## config.mk

```make
export PLATFORM = sky130hd
export DESIGN_NAME = timer_pwm_top
export DESIGN_NICKNAME = d
export VERILOG_FILES = /design/src/rtl/timer_pwm_pkg.sv /design/src/rtl/trio_if.sv /design/src/rtl/rate_nco.sv /design/src/rtl/trio_pwm.sv /design/src/rtl/timer_pwm_top.sv
export VERILOG_INCLUDE_DIRS = /design/src /design/src/rtl
export SDC_FILE = /design/constraint.sdc
export NUM_CORES = 1
export LEC_CHECK = 0
export ABC_CLOCK_PERIOD_IN_PS = 13670
export BUFFER_PORTS_ARGS = -buffer_cell sky130_fd_sc_hd__buf_4
export CELL_PAD_IN_SITES_DETAIL_PLACEMENT = 1
export CELL_PAD_IN_SITES_GLOBAL_PLACEMENT = 2
export CORE_MARGIN = 5
export CORE_UTILIZATION = 43
export CTS_CLUSTER_SIZE = 24
export DETAILED_ROUTE_END_ITERATION = 12
export HOLD_SLACK_MARGIN = 0.15
export PLACE_DENSITY = 0.93
export SYNTH_ARGS = -nofsm -noshare
export SYNTH_HDL_FRONTEND = slang
export SYNTH_SLANG_ARGS = --single-unit
export TNS_END_PERCENT = 1
```

## constraint.sdc

```tcl
create_clock -name ref_clk -period 13.67 [get_ports ref_clk]
set_input_delay 2.734 -clock ref_clk [delete_from_list [all_inputs] [get_ports ref_clk]]
set_output_delay 2.734 -clock ref_clk [all_outputs]
set_load 0.03 [all_outputs]
```

## src/rtl/timer_pwm_regs.svh

```systemverilog
// Register map, field positions, reset values and rate figures of the timer and trio PWM.
// Assumes a word-addressed Avalon-MM slave: the address port carries the register index.
`ifndef TIMER_PWM_REGS_SVH
`define TIMER_PWM_REGS_SVH

// Register indices; byte address is four times the index
`define TP_IDX_FREEZE_SET   32'h5000_3300
`define TP_IDX_FREEZE_CLR   32'h5000_3302
`define TP_IDX_TIMER_CTRL   32'h5000_3400
`define TP_IDX_ON_RELOAD    32'h5000_3402
`define TP_IDX_HIGH_RELOAD  32'h5000_3404
`define TP_IDX_LOW_RELOAD   32'h5000_3406
`define TP_IDX_DUTY_A       32'h5000_3408
`define TP_IDX_DUTY_B       32'h5000_340A
`define TP_IDX_DUTY_C       32'h5000_340C
`define TP_IDX_PERIOD       32'h5000_340E
`define TP_IDX_TRIO_CTRL    32'h5000_3410
`define TP_IDX_FAST_SEL     32'h5000_3412

// Timer control fields
`define TP_BIT_RUN          0
`define TP_BIT_SRC_SEL      1
`define TP_BIT_BYPASS       2
`define TP_BIT_STYLE        3
// Trio control fields
`define TP_BIT_TRIO_EN      0
`define TP_BIT_SW_HOLD      1
`define TP_BIT_HW_ALLOW     2
// Freeze set and clear registers share this position
`define TP_BIT_FREEZE       1

// Reset values
`define TP_RST_TIMER_CTRL   4'h0
`define TP_RST_TRIO_CTRL    3'h4
`define TP_RST_FAST_SEL     2'h0

// Rates
`define TP_CLK_PERIOD_NS    4
`define TP_REF_HZ           250000000
`define TP_SLOW_HZ          32000
`define TP_FAST_HZ          16000000
`define TP_PRESCALE         10

`endif

```

## src/rtl/timer_pwm_pkg.sv

```systemverilog
// Types shared by the timer and the trio PWM unit.
// Assumes nothing beyond a SystemVerilog compiler.
package timer_pwm_pkg;

	// Timer phase, high or low
	typedef enum logic {PH_HIGH, PH_LOW} phase_e;

	// One trio duty or period value
	typedef logic [13:0] trio_val_t;

	// Duty values of the three channels
	typedef trio_val_t [2:0] trio_duty_t;

endpackage

```

## src/rtl/trio_if.sv

```systemverilog
// Carrier between the register file and the trio PWM unit.
// Assumes both ends run on ref_clk.
`timescale 1ns/100ps
interface trio_if;
	timer_pwm_pkg::trio_val_t  period;   // Shared period
	timer_pwm_pkg::trio_duty_t duty;     // Per-channel duty
	logic                      enable;   // Unit enabled
	logic                      hold;     // Pause request, software or hardware
	logic [2:0]                outs;     // Channel outputs

	modport ctrl (output period, output duty, output enable, output hold, input outs);
	modport unit (input period, input duty, input enable, input hold, output outs);
endinterface

```

## src/rtl/rate_nco.sv

```systemverilog
// Fractional rate generator: a one-cycle tick at an average rate set by inc.
// Assumes inc = rate * 2^32 / ref_clk rate, held steady.
`timescale 1ns/100ps
module rate_nco
(
	input  wire logic        ref_clk,
	input  wire logic        sys_rst,
	input  wire logic [31:0] inc,
	output logic             tick
);
	logic [32:0] next_acc;  // Sum with carry out
	logic [31:0] acc;       // Phase accumulator

	assign next_acc = {1'b0, acc} + {1'b0, inc};

	// Carry of the accumulator is the tick; jitter is one ref_clk cycle at most
	always_ff @(posedge ref_clk or posedge sys_rst)
	begin
		if (sys_rst)
		begin
			acc  <= 32'h0000_0000;
			tick <= 1'b0;
		end
		else
		begin
			acc  <= next_acc[31:0];
			tick <= next_acc[32];
		end
	end
endmodule

```

## src/rtl/trio_pwm.sv

```systemverilog
// Three PWM channels sharing one period counter.
// Assumes period, duty and control come steady from the register file.
`timescale 1ns/100ps
module trio_pwm
(
	input  wire logic ref_clk,
	input  wire logic sys_rst,
	trio_if.unit      bus
);
	timer_pwm_pkg::trio_val_t cnt;       // Shared position in the period
	logic                     wrap;      // Last count of the period

	assign wrap = (cnt >= bus.period - 14'h0001) || (bus.period == 14'h0000);

	// Shared counter; frozen while paused, cleared while disabled
	always_ff @(posedge ref_clk or posedge sys_rst)
	begin
		if (sys_rst)
			cnt <= 14'h0000;
		else if (!bus.enable)
			cnt <= 14'h0000;
		else if (!bus.hold)
			cnt <= wrap ? 14'h0000 : cnt + 14'h0001;
	end

	// One comparator per channel; outputs hold their level during a pause
	genvar ch;
	generate
		for (ch = 0; ch < 3; ch++)
		begin : g_ch
			always_ff @(posedge ref_clk or posedge sys_rst)
			begin
				if (sys_rst)
					bus.outs[ch] <= 1'b0;
				else if (!bus.enable)
					bus.outs[ch] <= 1'b0;
				else if (!bus.hold)
					bus.outs[ch] <= cnt < bus.duty[ch];
			end
		end
	endgenerate
endmodule

```

## src/rtl/timer_pwm_top.sv

```systemverilog
// Timer with two PWM outputs and a three-channel PWM unit behind an Avalon-MM slave.
// Assumes a word-addressed master; the slow and fast time bases are made here from ref_clk.
//
// Operation
// Style zero drives constant one during high
// Style one sends fast clock halved during high
// Bypass one uses clock; zero divides by ten
// Prescaler affects only the on counter
// Source one picks fast clock; zero 32 kHz
// Run zero holds timer reset; one runs
// On reload writes store; reads give on_counter
// High reload writes store; reads give phase_counter
// Low reload writes store; reads give phase_counter
// Each trio channel has its own duty
// Trio channels share one period value
// Trio runs only when enabled; resets off
// Software hold pauses all trio channels
// Hardware hold allowed by bit, resets set
// Freeze set stops timer; writing zero ignored
// Channel high while count below its duty
// Timer alternates high and low reload phases
//
// Our own choice: the Avalon-MM register port.
`timescale 1ns/100ps
`include "timer_pwm_regs.svh"
module timer_pwm_top
#(
	parameter int SLOW_HZ = `TP_SLOW_HZ   // Slow time base rate
)
(
	input  wire logic        ref_clk,
	input  wire logic        sys_rst,
	input  wire logic [31:0] address,
	input  wire logic        read,
	input  wire logic        write,
	input  wire logic [31:0] writedata,
	input  wire logic [3:0]  byteenable,
	output logic [31:0]      readdata,
	output logic             waitrequest,
	input  wire logic        hw_hold_req,
	output logic             timer_pwm_high,
	output logic             timer_pwm_low,
	output logic [2:0]       trio_pwm_out
);
	// Rate increments, 2^32 * rate / ref rate
	localparam logic [63:0] SLOW_INC64 = (64'd1 << 32) * 64'(SLOW_HZ) / 64'(`TP_REF_HZ);
	localparam logic [63:0] FAST_INC64 = (64'd1 << 32) * 64'(`TP_FAST_HZ) / 64'(`TP_REF_HZ);
	localparam logic [31:0] SLOW_INC   = SLOW_INC64[31:0];
	localparam logic [31:0] FAST_INC   = FAST_INC64[31:0];

	// Software registers
	logic [3:0]  timer_ctrl;    // Style, bypass, source, run
	logic [15:0] on_reload;     // On counter reload
	logic [15:0] high_reload;   // High phase reload
	logic [15:0] low_reload;    // Low phase reload
	logic [2:0]  trio_ctrl;     // Hw allow, sw hold, enable
	logic [1:0]  fast_sel;      // Fast rate: 16, 8, 4, 2 MHz
	logic        sw_timer_freeze; // Timer frozen
	timer_pwm_pkg::trio_val_t  period_value;
	timer_pwm_pkg::trio_duty_t duty_value;

	// Timer state
	logic [15:0] on_counter;    // Live on counter
	logic [15:0] phase_counter; // Live phase counter
	logic [3:0]  pre_cnt;       // Divide-by-ten prescaler
	logic [2:0]  fast_div;      // Fast rate divider
	logic        fast_half;     // Fast clock halved
	timer_pwm_pkg::phase_e phase;

	// Bus handshake
	logic        ack;           // Second cycle of an access
	logic        req;           // Access pending

	// Control fields
	wire timer_run                = timer_ctrl[`TP_BIT_RUN];
	wire timebase_source_sel      = timer_ctrl[`TP_BIT_SRC_SEL];
	wire on_count_prescale_bypass = timer_ctrl[`TP_BIT_BYPASS];
	wire output_style_sel         = timer_ctrl[`TP_BIT_STYLE];
	wire trio_output_enable       = trio_ctrl[`TP_BIT_TRIO_EN];
	wire sw_hold                  = trio_ctrl[`TP_BIT_SW_HOLD];
	wire hw_hold_allow            = trio_ctrl[`TP_BIT_HW_ALLOW];

	// Address decode
	wire sel_fz_set = address == `TP_IDX_FREEZE_SET;
	wire sel_fz_clr = address == `TP_IDX_FREEZE_CLR;
	wire sel_ctrl   = address == `TP_IDX_TIMER_CTRL;
	wire sel_on     = address == `TP_IDX_ON_RELOAD;
	wire sel_high   = address == `TP_IDX_HIGH_RELOAD;
	wire sel_low    = address == `TP_IDX_LOW_RELOAD;
	wire sel_da     = address == `TP_IDX_DUTY_A;
	wire sel_db     = address == `TP_IDX_DUTY_B;
	wire sel_dc     = address == `TP_IDX_DUTY_C;
	wire sel_per    = address == `TP_IDX_PERIOD;
	wire sel_trio   = address == `TP_IDX_TRIO_CTRL;
	wire sel_fast   = address == `TP_IDX_FAST_SEL;

	// Writes land on the acknowledging edge; only low byte lanes carry data
	wire wr_go = write && ack;
	wire be_lo = byteenable[0];
	wire be_hi = byteenable[1];

	// Time bases
	logic slow_tick;
	logic fast_base;
	wire  fast_tick = fast_base && (fast_div == 3'h0);
	wire  t_tick    = timebase_source_sel ? fast_tick : slow_tick;
	wire  on_tick   = on_count_prescale_bypass ? t_tick
	                  : (t_tick && pre_cnt == 4'(`TP_PRESCALE - 1));
	wire  advance   = timer_run && !sw_timer_freeze;

	// Read selection; reload registers read back live counters
	logic [15:0] rd_mux;
	assign rd_mux =
		sel_fz_set ? {14'h0000, sw_timer_freeze, 1'b0} :
		sel_fz_clr ? {14'h0000, sw_timer_freeze, 1'b0} :
		sel_ctrl   ? {12'h000, timer_ctrl} :
		sel_on     ? on_counter :
		sel_high   ? phase_counter :
		sel_low    ? phase_counter :
		sel_da     ? {2'b00, duty_value[0]} :
		sel_db     ? {2'b00, duty_value[1]} :
		sel_dc     ? {2'b00, duty_value[2]} :
		sel_per    ? {2'b00, period_value} :
		sel_trio   ? {13'h0000, trio_ctrl} :
		sel_fast   ? {14'h0000, fast_sel} : 16'h0000;

	// One wait state on every access so read data come from a flip-flop
	assign req         = read || write;
	assign waitrequest = req && !ack;

	trio_if trio ();
	assign trio.period  = period_value;
	assign trio.duty    = duty_value;
	assign trio.enable  = trio_output_enable;
	assign trio.hold    = sw_hold || (hw_hold_allow && hw_hold_req);
	assign trio_pwm_out = trio.outs;

	rate_nco u_slow
	(
		.ref_clk (ref_clk),
		.sys_rst (sys_rst),
		.inc     (SLOW_INC),
		.tick    (slow_tick)
	);

	rate_nco u_fast
	(
		.ref_clk (ref_clk),
		.sys_rst (sys_rst),
		.inc     (FAST_INC),
		.tick    (fast_base)
	);

	trio_pwm u_trio
	(
		.ref_clk (ref_clk),
		.sys_rst (sys_rst),
		.bus     (trio.unit)
	);

	// Handshake and read data
	always_ff @(posedge ref_clk or posedge sys_rst)
	begin
		if (sys_rst)
		begin
			ack      <= 1'b0;
			readdata <= 32'h0000_0000;
		end
		else
		begin
			ack      <= req && !ack;
			readdata <= {16'h0000, rd_mux};
		end
	end

	// Timer control and reloads
	always_ff @(posedge ref_clk or posedge sys_rst)
	begin
		if (sys_rst)
		begin
			timer_ctrl  <= `TP_RST_TIMER_CTRL;
			on_reload   <= 16'h0000;
			high_reload <= 16'h0000;
			low_reload  <= 16'h0000;
			fast_sel    <= `TP_RST_FAST_SEL;
		end
		else
		begin
			// Low lane carries control and reload low bytes
			if (wr_go && be_lo)
			begin
				if (sel_ctrl)
					timer_ctrl <= writedata[3:0];
				if (sel_fast)
					fast_sel <= writedata[1:0];
				if (sel_on)
					on_reload[7:0] <= writedata[7:0];
				if (sel_high)
					high_reload[7:0] <= writedata[7:0];
				if (sel_low)
					low_reload[7:0] <= writedata[7:0];
			end
			// High lane carries only the reload high bytes
			if (wr_go && be_hi)
			begin
				if (sel_on)
					on_reload[15:8] <= writedata[15:8];
				if (sel_high)
					high_reload[15:8] <= writedata[15:8];
				if (sel_low)
					low_reload[15:8] <= writedata[15:8];
			end
		end
	end

	// Trio settings; duty and period are written whole on the low lane alone
	always_ff @(posedge ref_clk or posedge sys_rst)
	begin
		if (sys_rst)
		begin
			trio_ctrl    <= `TP_RST_TRIO_CTRL;
			period_value <= 14'h0000;
			duty_value   <= '0;
		end
		else if (wr_go && be_lo)
		begin
			if (sel_trio)
				trio_ctrl <= writedata[2:0];
			if (sel_per)
				period_value <= writedata[13:0];
			if (sel_da)
				duty_value[0] <= writedata[13:0];
			if (sel_db)
				duty_value[1] <= writedata[13:0];
			if (sel_dc)
				duty_value[2] <= writedata[13:0];
		end
	end

	// Freeze: a one in the set register freezes, in the clear register releases, zeros ignored
	always_ff @(posedge ref_clk or posedge sys_rst)
	begin
		if (sys_rst)
			sw_timer_freeze <= 1'b0;
		else if (wr_go && be_lo && sel_fz_set && writedata[`TP_BIT_FREEZE])
			sw_timer_freeze <= 1'b1;
		else if (wr_go && be_lo && sel_fz_clr && writedata[`TP_BIT_FREEZE])
			sw_timer_freeze <= 1'b0;
	end

	// Fast rate divider and halved fast clock; the halved clock stops while frozen
	// so that a frozen timer in toggling style keeps its output level
	always_ff @(posedge ref_clk or posedge sys_rst)
	begin
		if (sys_rst)
		begin
			fast_div  <= 3'h0;
			fast_half <= 1'b0;
		end
		else
		begin
			if (fast_base)
				fast_div <= (fast_div >= ((3'h1 << fast_sel) - 3'h1)) ? 3'h0 : fast_div + 3'h1;
			if (fast_tick && !sw_timer_freeze)
				fast_half <= !fast_half;
		end
	end

	// Prescaler and on counter; both sit in reset while the timer is off
	always_ff @(posedge ref_clk or posedge sys_rst)
	begin
		if (sys_rst)
		begin
			pre_cnt    <= 4'h0;
			on_counter <= 16'h0000;
		end
		else if (!timer_run)
		begin
			pre_cnt    <= 4'h0;
			on_counter <= 16'h0000;
		end
		else if (advance && t_tick)
		begin
			pre_cnt <= (pre_cnt == 4'(`TP_PRESCALE - 1)) ? 4'h0 : pre_cnt + 4'h1;
			if (on_tick)
				on_counter <= (on_counter == 16'h0000) ? on_reload : on_counter - 16'h0001;
		end
	end

	// Phase counter at the undivided rate; expiry swaps phase and reloads
	always_ff @(posedge ref_clk or posedge sys_rst)
	begin
		if (sys_rst)
		begin
			phase_counter <= 16'h0000;
			phase         <= timer_pwm_pkg::PH_LOW;
		end
		else if (!timer_run)
		begin
			phase_counter <= 16'h0000;
			phase         <= timer_pwm_pkg::PH_LOW;
		end
		else if (advance && t_tick)
		begin
			if (phase_counter != 16'h0000)
				phase_counter <= phase_counter - 16'h0001;
			else if (phase == timer_pwm_pkg::PH_LOW)
			begin
				phase         <= timer_pwm_pkg::PH_HIGH;
				phase_counter <= high_reload;
			end
			else
			begin
				phase         <= timer_pwm_pkg::PH_LOW;
				phase_counter <= low_reload;
			end
		end
	end

	// Output levels; a frozen timer keeps its level
	wire high_level = output_style_sel ? fast_half : 1'b1;
	wire in_high    = timer_run && phase == timer_pwm_pkg::PH_HIGH;
	wire in_low     = timer_run && phase == timer_pwm_pkg::PH_LOW;

	always_ff @(posedge ref_clk or posedge sys_rst)
	begin
		if (sys_rst)
		begin
			timer_pwm_high <= 1'b0;
			timer_pwm_low  <= 1'b0;
		end
		else
		begin
			timer_pwm_high <= in_high && high_level;
			timer_pwm_low  <= in_low && high_level;
		end
	end
endmodule

```

==> flow_summary.yaml, run 1 <==
clocking:
  ctsResizeCount: 0
  cts_setup_buffers: 0
  cts_root_buf: "clkbuf_16"
  tritoncts: "built"
  clk_path_buf_depth: 3
  cts.sinks: 256
  cts.htree.levels: 1
  numCtsBuffers: 29
  postCtsHoldBufs: 0
  clk_pin_slew_ns: 0.06
  clock_latency_ns: 0.56
pwr:
  ir_drop_uv: 103.1
  powerDensity_nw_per_um2: 104.3
  power_mw: 1.655
  cellLeakagePower_nw: 7.586
floorplan:
  core_area_um2: 31720
  io_pins: 111
  die_h_um: 189.9
  die_x_um: 189.9
  die_area_um2: 36040
  start_util: 0.4385
  row_count: 65
routing:
  drtIter0Drc: 524
  wl_met2_um: 19550
  wl_met1_um: 16550
  drtAntennaViolNets: 0
  finalWirelength_um: 38380
  top_layer: "met4"
  via_count: 10580
  dr_wl_met3_um: 1292
  drtPass1Iterations: 5
  drt_drc_violations_left: 0
  routed_via_density: 5.827
  wl_per_cell_um: 21.15
setup_path:
  crit_chain: "buf_4 > nor2_1 > nor2_1 > buf_4"
  cp.depth: 4
  cp-startpoint: "write"
  cp_data_arrival_time_ns: 3.17
  ff2ff_setup_slack_ns: 10.16
  max_stage_delay_ns: 0.17
  path_delay_family: "buffers and inverters"
  slowest_stage: "buf_4"
  path_class: "input port to primary output"
  cp-end-kind: "primary output"
  r2r_cells: 13
  cp_data_required_time_ns: 10.94
  r2r_end: "u_trio.cnt[0]$_DFFE_PP0P_"
  r2r-start: "period_value[0]$_DFFE_PP0P_"
  crit_path_start_kind: "input port"
  crit_end: "waitrequest"
  critPathBufInv: 2
  crit_fanout: 4
timing:
  post-route-period-util: 0.4320
  skew_ns: 0.008083
  finalHoldViolCount: 0
  max_freq_ghz: 0.1693
  worst_slack_ns: 7.765
  period_minus_slack_ns: 5.905
  tightest_slew_ns: 1.000
  setup_viol: 0
  maxSlewViolCount: 0
  worst_slew_margin_rel: 0.3330
  fin_setup_tns_ns: 0
  rsz0062_at_grt: "no"
place:
  port-buffer-count: 76
  place.gp.congestion: 0.8084
  place_ws_ns: 7.758
  placedCellCount: 1761
  hpwlAfterDp_um: 27470
final_layout:
  final_nets: 1531
  area_growth_pct: 14.02
  drive_gt1_frac: 0.1960
  final_cells: 1815
  antenna_cells: 0
  final_core_util: 0.5000
synth:
  ys_seq_area_frac: 0.4607
  ys.warnings.count: 0
  synth-seq-cells: 256
  synthArstFlopShare: 1.000
  synthFlopType: "dfrtp_1"
  postSynthAreaPerCell_um2: 10.51
  synth_edf_count: 0
  yosysUniqueCellTypes: 80
  netlist_area_um2: 13910
  syn_inst: 1323
worst_hold_path:
  min_path_type: "register to register"
global_route:
  gr-usage-all-layers: 0.2133
  grt_pass1_vias: 11460
  antenna_found_initial: 0
  grt_max_degree: 139
  grt_overflow: 0
  grt_pass1_wl_um: 62780
run:
  cap_viol_max_count: 0
outcome:
  status: "finished clean"
synth_stat cells (7+ instances only):
cell type  number  area (um2)
a2111oi_0       7       61.31
a211oi_1        7       52.55
a21o_1         16       120.1
a21oi_1        56       280.3
a22oi_1        15       112.6
a31oi_1        25       156.4
a32o_1          9       90.09
a32oi_1         7       61.31
and2_1          7       43.79
and3_1         19       118.9
buf_2          11       55.05
buf_4          16       120.1
clkbuf_1       31       116.4
dfrtp_1       254        6356
ha_1           68       850.8
inv_1          72       270.3
mux2_1         10       112.6
mux2_2        104        1171
mux2i_1        17       170.2
nand2_1        79       296.5
nand2b_1       15       93.84
nand3_1        22       110.1
nand3b_1       10       75.07
nand4_1        16       100.1
nor2_1         80       300.3
nor3_1         35       175.2
nor4_1         16       100.1
o21a_1          8       60.06
o21ai_0        76       380.4
o2bb2ai_1      14       122.6
or3_1          13       81.33
or4_1           7       52.55
xnor2_1        43       376.6
xor2_1         24       210.2
cell usage in the layout (no fill, tap or decap), drive strengths merged, types with 7 or more instances in the layout:
cell type | netlist | layout
mux2 | 114 | 114
inv | 72 | 73
nand2b | 15 | 15
nand3b | 10 | 10
and3 | 19 | 19
o2bb2ai | 14 | 14
mux2i | 17 | 17
o21ai | 79 | 79
ha | 68 | 68
nor3 | 38 | 38
nand2 | 81 | 81
o21a | 8 | 8
a21o | 16 | 16
a21oi | 59 | 59
a31oi | 25 | 25
conb | 1 | 16
a32o | 9 | 9
or3 | 13 | 13
nor4 | 23 | 23
clkinv | 0 | 7
dfrtp | 254 | 254
and2 | 7 | 7
nand3 | 23 | 23
nand4 | 17 | 17
a2111oi | 7 | 7
xnor2 | 43 | 43
xor2 | 24 | 24
clkbuf | 32 | 41
buf | 33 | 86
a32oi | 7 | 7
a211oi | 7 | 7
nor2 | 82 | 82
a22oi | 15 | 15
or4 | 8 | 8
where the power goes:
part           total [mW]  switching (mW)  internal, mW
sequential          0.759        0.000320         0.758
clock               0.844           0.324         0.520
combinational      0.0520          0.0383        0.0138
stage by stage:
stage / area [um2] / hold slack [ns]
floorplan: 13970 / 0.4131
global placement: 14800 / 0.4256
global route: 15860 / 0.4744
finish: 15860 / 0.4414
CTS: 15860 / 0.4469
detailed placement: 14800 / 0.4377
state kept, by name, indices dropped and copies added, names as in the netlist, 4 cells and up:
name / count
u_trio.cnt: 14
u_slow.acc: 32
on_counter: 16
low_reload: 16
pre_cnt: 4
high_reload: 16
readdata: 16
timer_ctrl: 4
phase_counter: 16
on_reload: 16
duty_value: 42
period_value: 14
u_fast.acc: 31
per-layer routing:
metal	vias up	GRT usage
met4	0	0.05036
met1	5427	0.2773
met5	-	0
met3	58	0.02826
li1	4918	-
met2	173	0.3794
cells by family after synthesis:
kind of cell	synth area share
xor gates and xnor gates	0.04219
AOI/OAI and AO/OA	0.1416
buffers and inverters	0.04345
and+or+nand+nor	0.1461
muxes	0.1045
DFF	0.4607
other	0.0002696
adders and majority gates	0.06117
worst min path at each step:
stage / start / to / slack (ns) / cells past startpoint
2_1_floorplan: u_slow.acc[0]$_DFF_PP0_ / u_slow.acc[0]$_DFF_PP0_ / 0.41 / 1
3_3_place_gp: u_slow.acc[0]$_DFF_PP0_ / u_slow.acc[0]$_DFF_PP0_ / 0.43 / 1
3_5_place_dp: u_slow.acc[0]$_DFF_PP0_ / u_slow.acc[0]$_DFF_PP0_ / 0.44 / 1
4_1_cts: u_slow.acc[0]$_DFF_PP0_ / u_slow.acc[0]$_DFF_PP0_ / 0.45 / 1
5_1_grt: u_slow.acc[0]$_DFF_PP0_ / u_slow.acc[0]$_DFF_PP0_ / 0.47 / 1
6_report: u_slow.acc[0]$_DFF_PP0_ / u_slow.acc[0]$_DFF_PP0_ / 0.44 / 1
cell type report:
cell class	count	area (um2)
clock buffers	41	870.8
clock inverters	13	186.4
fillers	3478	15860
inverters	72	277.8
multi-input cells	945	6968
flip-flops and latches	256	6409
well taps	402	503.0
repair buffers	86	645.6
Power figures use the tool's default switching activity.
==> run 2, diff against run 1 <==
--- a/config.mk
+++ b/config.mk
@@ -6,16 +6,16 @@
 export SDC_FILE = /design/constraint.sdc
 export NUM_CORES = 1
 export LEC_CHECK = 0
-export ABC_CLOCK_PERIOD_IN_PS = 13670
+export ABC_CLOCK_PERIOD_IN_PS = 6100
 export BUFFER_PORTS_ARGS = -buffer_cell sky130_fd_sc_hd__buf_4
 export CELL_PAD_IN_SITES_DETAIL_PLACEMENT = 1
 export CELL_PAD_IN_SITES_GLOBAL_PLACEMENT = 2
 export CORE_MARGIN = 5
-export CORE_UTILIZATION = 43
+export CORE_UTILIZATION = 40
 export CTS_CLUSTER_SIZE = 24
 export DETAILED_ROUTE_END_ITERATION = 12
 export HOLD_SLACK_MARGIN = 0.15
-export PLACE_DENSITY = 0.93
+export PLACE_DENSITY = 0.88
 export SYNTH_ARGS = -nofsm -noshare
 export SYNTH_HDL_FRONTEND = slang
 export SYNTH_SLANG_ARGS = --single-unit
==> constraint.sdc (replaced) <==
create_clock -name ref_clk -period 6.1 [get_ports ref_clk]
set_input_delay 1.22 -clock ref_clk [delete_from_list [all_inputs] [get_ports ref_clk]]
set_output_delay 1.22 -clock ref_clk [all_outputs]
set_load 0.03 [all_outputs]
==> run 2 against run 1 <==
Net effect:
- final cell count is 2.8% higher
- wire length is 1.1% higher
- non-clock buffer count shrank 1
- worst hold slack worse by 0.0048 ns
- first-iteration DRC count rose by 2.9%
==> flow_summary.yaml, run 2 (synthesized netlist as in run 1, its figures left out) <==
run:
  cap_viol_max_count: 0
clocking:
  cts_setup_buffers: 0
  cts_root_buf: "clkbuf_16"
  cts.sinks: 256
  ctsResizeCount: 0
  cts.htree.levels: 1
  clk_path_buf_depth: 3
  postCtsHoldBufs: 0
  numCtsBuffers: 29
  clk_pin_slew_ns: 0.06
  clock_latency_ns: 0.57
  tritoncts: "built"
routing:
  drtPass1Iterations: 5
  drtIter0Drc: 539
  routed_via_density: 5.703
  via_count: 10640
  drt_drc_violations_left: 0
  wl_per_cell_um: 20.80
  drtAntennaViolNets: 0
  finalWirelength_um: 38790
final_layout:
  layout_commonest_cell: "dfrtp_1"
  final_cells: 1865
  final_cell_mix: "dfrtp_1 (254), mux2_2 (104), buf_4 (83)"
  multi_input_area_um2: 6968
  seq_area_um2: 6409
  antenna_cells: 0
  final_core_util: 0.4588
  area_growth_pct: 13.65
  drive_gt1_frac: 0.1894
  largest_register_ffs: 42
  final_nets: 1530
  fillers: 3802
  largestRegisters: "duty_value x42, u_slow.acc x32, u_fast.acc x31"
  top_register: "duty_value"
timing:
  maxSlewViolCount: 0
  period_minus_slack_ns: 4.014
  max_freq_ghz: 0.2492
  worst_slew_margin_rel: 0.3179
  setup_viol: 0
  rsz0062_at_grt: "no"
  tightest_slew_ns: 1.020
  post-route-period-util: 0.6580
  finalHoldViolCount: 0
  skew_ns: 0.02119
  fin_setup_tns_ns: 0
global_route:
  use_met2: 0.3466
  use_met3: 0.02667
  gr-usage-all-layers: 0.1989
  grt_pass1_vias: 11330
  antenna_found_initial: 0
  grt_pass1_wl_um: 62800
  gr-max-usage-layer: "met2"
  grt_overflow: 0
  grt_max_degree: 149
  grt_util_met1: 0.2604
floorplan:
  start_util: 0.4037
  die_x_um: 196.5
  core_area_um2: 34460
  row_count: 68
  die_area_um2: 38600
  io_pins: 111
  die_h_um: 196.5
setup_path:
  r2r-start: "period_value[0]$_DFFE_PP0P_"
  crit_chain: "inv_1 > ha_1 > or3b_2 > nor3_1 > nand2_1 > xor2_1 > ha_1 > nor2b_1 > o21ai_0 > o311a_1 > nand2_1 > o21ai_0"
  max_stage_delay_ns: 0.80
  critPathBufInv: 1
  cp_data_arrival_time_ns: 4.48
  path_class: "register to register"
  cp-startpoint: "period_value[0]$_DFFE_PP0P_"
  crit_fanout: 24
  slowest_stage: "o311a_1"
  crit_path_start_kind: "register"
  cp-end-kind: "register"
  path_delay_family: "simple AND/OR/NAND/NOR gates"
  cp_data_required_time_ns: 6.57
worst_hold_path:
  hp-start: "u_slow.acc[0]$_DFF_PP0_"
  min_path_type: "register to register"
pwr:
  ir_drop_uv: 209.6
  cellLeakagePower_nw: 7.504
  powerDensity_nw_per_um2: 224.6
place:
  place.gp.congestion: 0.8317
  placedCellCount: 1813
  hpwlAfterDp_um: 27690
  port-buffer-count: 76
outcome:
  status: "finished clean"
## run 2: changes by cell type in the layout (fill, tap and decap cells not counted), moves of 2 or more
cell        previous run  this run
buf_12                 0         2
buf_4                 86        83
clkbuf_1               2         9
clkbuf_8              10         1
clkinvlp_4             1         4
## run 2: power by group
group / internal (mW) / switching [mW]
sequential: 1.70 / 0.000728
combinational: 0.0325 / 0.0865
clock: 1.01 / 0.718
total: 2.75 / 0.805
## run 2: area by class of cell
type	instances	area share
clock buffers	39	0.04892
clock inverters	13	0.009577
inverters	72	0.01733
multi-input cells	945	0.4408
flip-flops and latches	256	0.4054
well taps	455	0.03601
repair buffers	85	0.04195
## run 2: final timing paths
check | end | slack (ns) | depth (start not counted)
worst max-delay path | u_trio.cnt[13]$_DFFE_PP0P_ | 2.09 | 12
min in group asynchronous | u_fast.acc[23]$_DFF_PP0_ | 0.84 | 2
worst max register to register | u_trio.cnt[13]$_DFFE_PP0P_ | 2.09 | 12
worst min-delay path | u_slow.acc[0]$_DFF_PP0_ | 0.44 | 1
worst min register to register | u_slow.acc[0]$_DFF_PP0_ | 0.44 | 1
max in group asynchronous | u_trio.cnt[7]$_DFFE_PP0P_ | 3.94 | 3
## run 2: per-stage QoR
step / worst slack, ns / hold WS [ns] / cell area [um2] / total power [mW]
after floorplan: 1.510 / 0.4131 / 13970 / 1.796
after global placement: 1.775 / 0.4224 / 14880 / 1.850
after detailed placement: 1.720 / 0.4323 / 14880 / 1.852
after CTS: 2.065 / 0.4388 / 15810 / 3.598
after global routing: 1.842 / 0.4683 / 15810 / 3.673
final: 2.086 / 0.4366 / 15810 / 3.550
## run 2: worst reg2reg max path, stage by stage (launching register included)
cell,delay (ns)
dfrtp_1,0.39
inv_1,0.13
ha_1,0.20
or3b_2,0.50
nor3_1,0.40
nand2_1,0.17
xor2_1,0.18
ha_1,0.29
nor2b_1,0.13
o21ai_0,0.17
o311a_1,0.80
nand2_1,0.34
o21ai_0,0.24
## run 2: per-layer routing
layer,wire (um),share of wire
met4,1159,0.030
met1,16910,0.44
met5,0,0
met3,1267,0.033
met2,19450,0.50
==> run 3, diff against run 2 <==
--- a/config.mk
+++ b/config.mk
@@ -6,16 +6,16 @@
 export SDC_FILE = /design/constraint.sdc
 export NUM_CORES = 1
 export LEC_CHECK = 0
-export ABC_CLOCK_PERIOD_IN_PS = 6100
+export ABC_CLOCK_PERIOD_IN_PS = 3500
 export BUFFER_PORTS_ARGS = -buffer_cell sky130_fd_sc_hd__buf_4
 export CELL_PAD_IN_SITES_DETAIL_PLACEMENT = 1
 export CELL_PAD_IN_SITES_GLOBAL_PLACEMENT = 2
 export CORE_MARGIN = 5
-export CORE_UTILIZATION = 40
+export CORE_UTILIZATION = 36
 export CTS_CLUSTER_SIZE = 24
 export DETAILED_ROUTE_END_ITERATION = 12
 export HOLD_SLACK_MARGIN = 0.15
-export PLACE_DENSITY = 0.88
+export PLACE_DENSITY = 0.84
 export SYNTH_ARGS = -nofsm -noshare
 export SYNTH_HDL_FRONTEND = slang
 export SYNTH_SLANG_ARGS = --single-unit
==> constraint.sdc (replaced) <==
create_clock -name ref_clk -period 3.5 [get_ports ref_clk]
set_input_delay 0.7 -clock ref_clk [delete_from_list [all_inputs] [get_ports ref_clk]]
set_output_delay 0.7 -clock ref_clk [all_outputs]
set_load 0.03 [all_outputs]
==> run 3 against run 2 <==
Net effect:
- first-iteration DRC count fell by 17%
- worst hold slack lost 0.11 ns
- design area grew 2.5%
- combinational power is 81% higher
- worst setup slack lost 1.9 ns
- utilization shrank 3.7 points
- clock power is 90% higher
- power up 82%
- register-to-register slack got worse by 1.9 ns
- fmax up 21%
==> flow_summary.yaml, run 3 (synthesized netlist as in run 1, its figures left out) <==
outcome:
  status: "finished clean"
global_route:
  gr-usage-all-layers: 0.1869
  grt_pass1_vias: 11540
  grt_max_degree: 72
  antenna_found_initial: 0
  grt_overflow: 0
  grt_pass1_wl_um: 63940
setup_path:
  crit_path_start_kind: "register"
  crit_chain: "inv_1 > ha_1 > or3b_2 > or4_1 > xor2_1 > ha_1 > a21oi_1 > nor2b_1 > o21ai_0 > o311a_1 > buf_4 > nand2_1 > o21ai_0"
  cp-end-kind: "register"
  path_class: "register to register"
  slowest_stage: "or3b_2"
  max_stage_delay_ns: 0.50
  cp_data_arrival_time_ns: 3.78
  cp_data_required_time_ns: 3.98
  crit_fanout: 24
final_layout:
  fillers: 4243
  antenna_cells: 0
  drive_gt1_frac: 0.2092
  largest_register_ffs: 42
  top_register: "duty_value"
  seq_area_um2: 6409
  multi_input_area_um2: 6973
  largestRegisters: "duty_value x42, u_slow.acc x32, u_fast.acc x31"
  layout_commonest_cell: "dfrtp_1"
  area_growth_pct: 16.52
  final_cell_mix: "dfrtp_1 (254), buf_4 (107), mux2_2 (104)"
  final_nets: 1556
routing:
  drtAntennaViolNets: 0
  drtIter0Drc: 446
  drtPass1Iterations: 5
  wl_per_cell_um: 20.31
  finalWirelength_um: 39750
  via_count: 10720
  drt_drc_violations_left: 0
  routed_via_density: 5.475
timing:
  tightest_slew_ns: 0.9316
  finalHoldViolCount: 0
  setup_viol: 0
  fin_setup_tns_ns: 0
  maxSlewViolCount: 0
  max_freq_ghz: 0.3027
  worst_slew_margin_rel: 0.3776
  rsz0062_at_grt: "no"
  post-route-period-util: 0.9440
  period_minus_slack_ns: 3.304
  skew_ns: 0.02411
floorplan:
  die_area_um2: 42670
  die_x_um: 206.6
  io_pins: 111
  start_util: 0.3616
  die_h_um: 206.6
  row_count: 72
  core_area_um2: 38470
clocking:
  cts_setup_buffers: 0
  numCtsBuffers: 30
  clk_path_buf_depth: 3
  ctsResizeCount: 0
  cts_root_buf: "clkbuf_16"
  cts.htree.levels: 1
  cts.sinks: 256
  clock_latency_ns: 0.57
  clk_pin_slew_ns: 0.06
  tritoncts: "built"
  postCtsHoldBufs: 0
pwr:
  switching_share: 0.2273
  ir_drop_uv: 310.9
  clockPowerShare: 0.508
  p_comb_frac: 0.033
  switching_power_mw: 1.470
  power_mw: 6.466
  seq_power_share: 0.458
  internal-power_mw: 4.996
  cellLeakagePower_nw: 7.674
  powerDensity_nw_per_um2: 398.9
place:
  place.gp.congestion: 0.8154
  hpwlAfterDp_um: 28650
  port-buffer-count: 76
run:
  cap_viol_max_count: 0
worst_hold_path:
  min_path_type: "input port to asynchronous set/reset pin"
## run 3: changes by cell type in the layout (fill, tap and decap cells not counted)
cell        change
nor3_1          -1
clkinv_4        +1
buf_4          +24
clkinv_8        +1
clkbuf_1        -4
inv_6           -1
clkbuf_16       +1
bufinv_16       +2
buf_12          +1
clkinvlp_4      +4
nor3_2          +1
## run 3: path summary, 6_finish.rpt
path,cells past startpoint,slack [ns],endpoint,startpoint
max,13,0.20,u_trio.cnt[13]$_DFFE_PP0P_,period_value[0]$_DFFE_PP0P_
min,2,0.32,u_fast.acc[13]$_DFF_PP0_,sys_rst
max reg2reg,13,0.20,u_trio.cnt[13]$_DFFE_PP0P_,period_value[0]$_DFFE_PP0P_
min reg2reg,1,0.44,u_slow.acc[0]$_DFF_PP0_,u_slow.acc[0]$_DFF_PP0_
max in group asynchronous,3,2.31,phase$_DFFE_PP1P_,sys_rst
min in group ref_clk,2,0.36,on_reload[14]$_DFFE_PP0P_,writedata[14]
## run 3: cell type report
class | count | area share
clock buffers | 36 | 0.04832
clock inverters | 20 | 0.01590
inverters | 72 | 0.01691
multi-input cells | 945 | 0.4302
flip-flops and latches | 256 | 0.3954
well taps | 518 | 0.03999
repair buffers | 110 | 0.05327
## run 3: through the flow
stage / hold slack (ns) / std cells / setup slack (ns) / instance area [um2] / util
detailed placement: 0.4428 / 1901 / 0.2330 / 15160 / 0.3942
CTS: 0.3341 / 1957 / 0.2140 / 16200 / 0.4212
global placement: 0.4220 / 1901 / 0.3069 / 15160 / 0.3942
global route: 0.3526 / 1957 / 0.01906 / 16210 / 0.4214
finish: 0.3227 / 1957 / 0.1960 / 16210 / 0.4214
floorplan: 0.4131 / 1338 / -0.5700 / 13970 / -
## run 3: worst max-delay path: cells and delay by family (launching register included)
kind                     cells  cell delay (ns)
flip-flops                   1             0.40
XOR/XNOR                     1             0.17
AND/OR/NAND/NOR              4             1.22
AO/OA/AOI/OAI                4             0.69
adder cells (fa/ha/maj)      2             0.38
buffers and inverters        2             0.37
## run 3: per-layer routing
metal / up-vias / GRT usage / routed length (um)
met4: 0 / 0.04848 / 1076
met3: 61 / 0.02140 / 1189
met1: 5517 / 0.2373 / 17000
li1: 4990 / - / -
met5: - / 0 / 0
met2: 147 / 0.3389 / 20490
## run 3: power groups by stage
| stage | clock, mW | combinational, mW | sequential [mW] |
|---|---|---|---|
| 2_1_floorplan | 0 | 0.111 | 3.02 |
| 3_3_place_gp | 0 | 0.217 | 3.02 |
| 3_5_place_dp | 0 | 0.220 | 3.02 |
| 4_1_cts | 3.37 | 0.221 | 2.96 |
| 5_1_grt | 3.49 | 0.238 | 2.96 |
| 6_report | 3.29 | 0.215 | 2.96 |
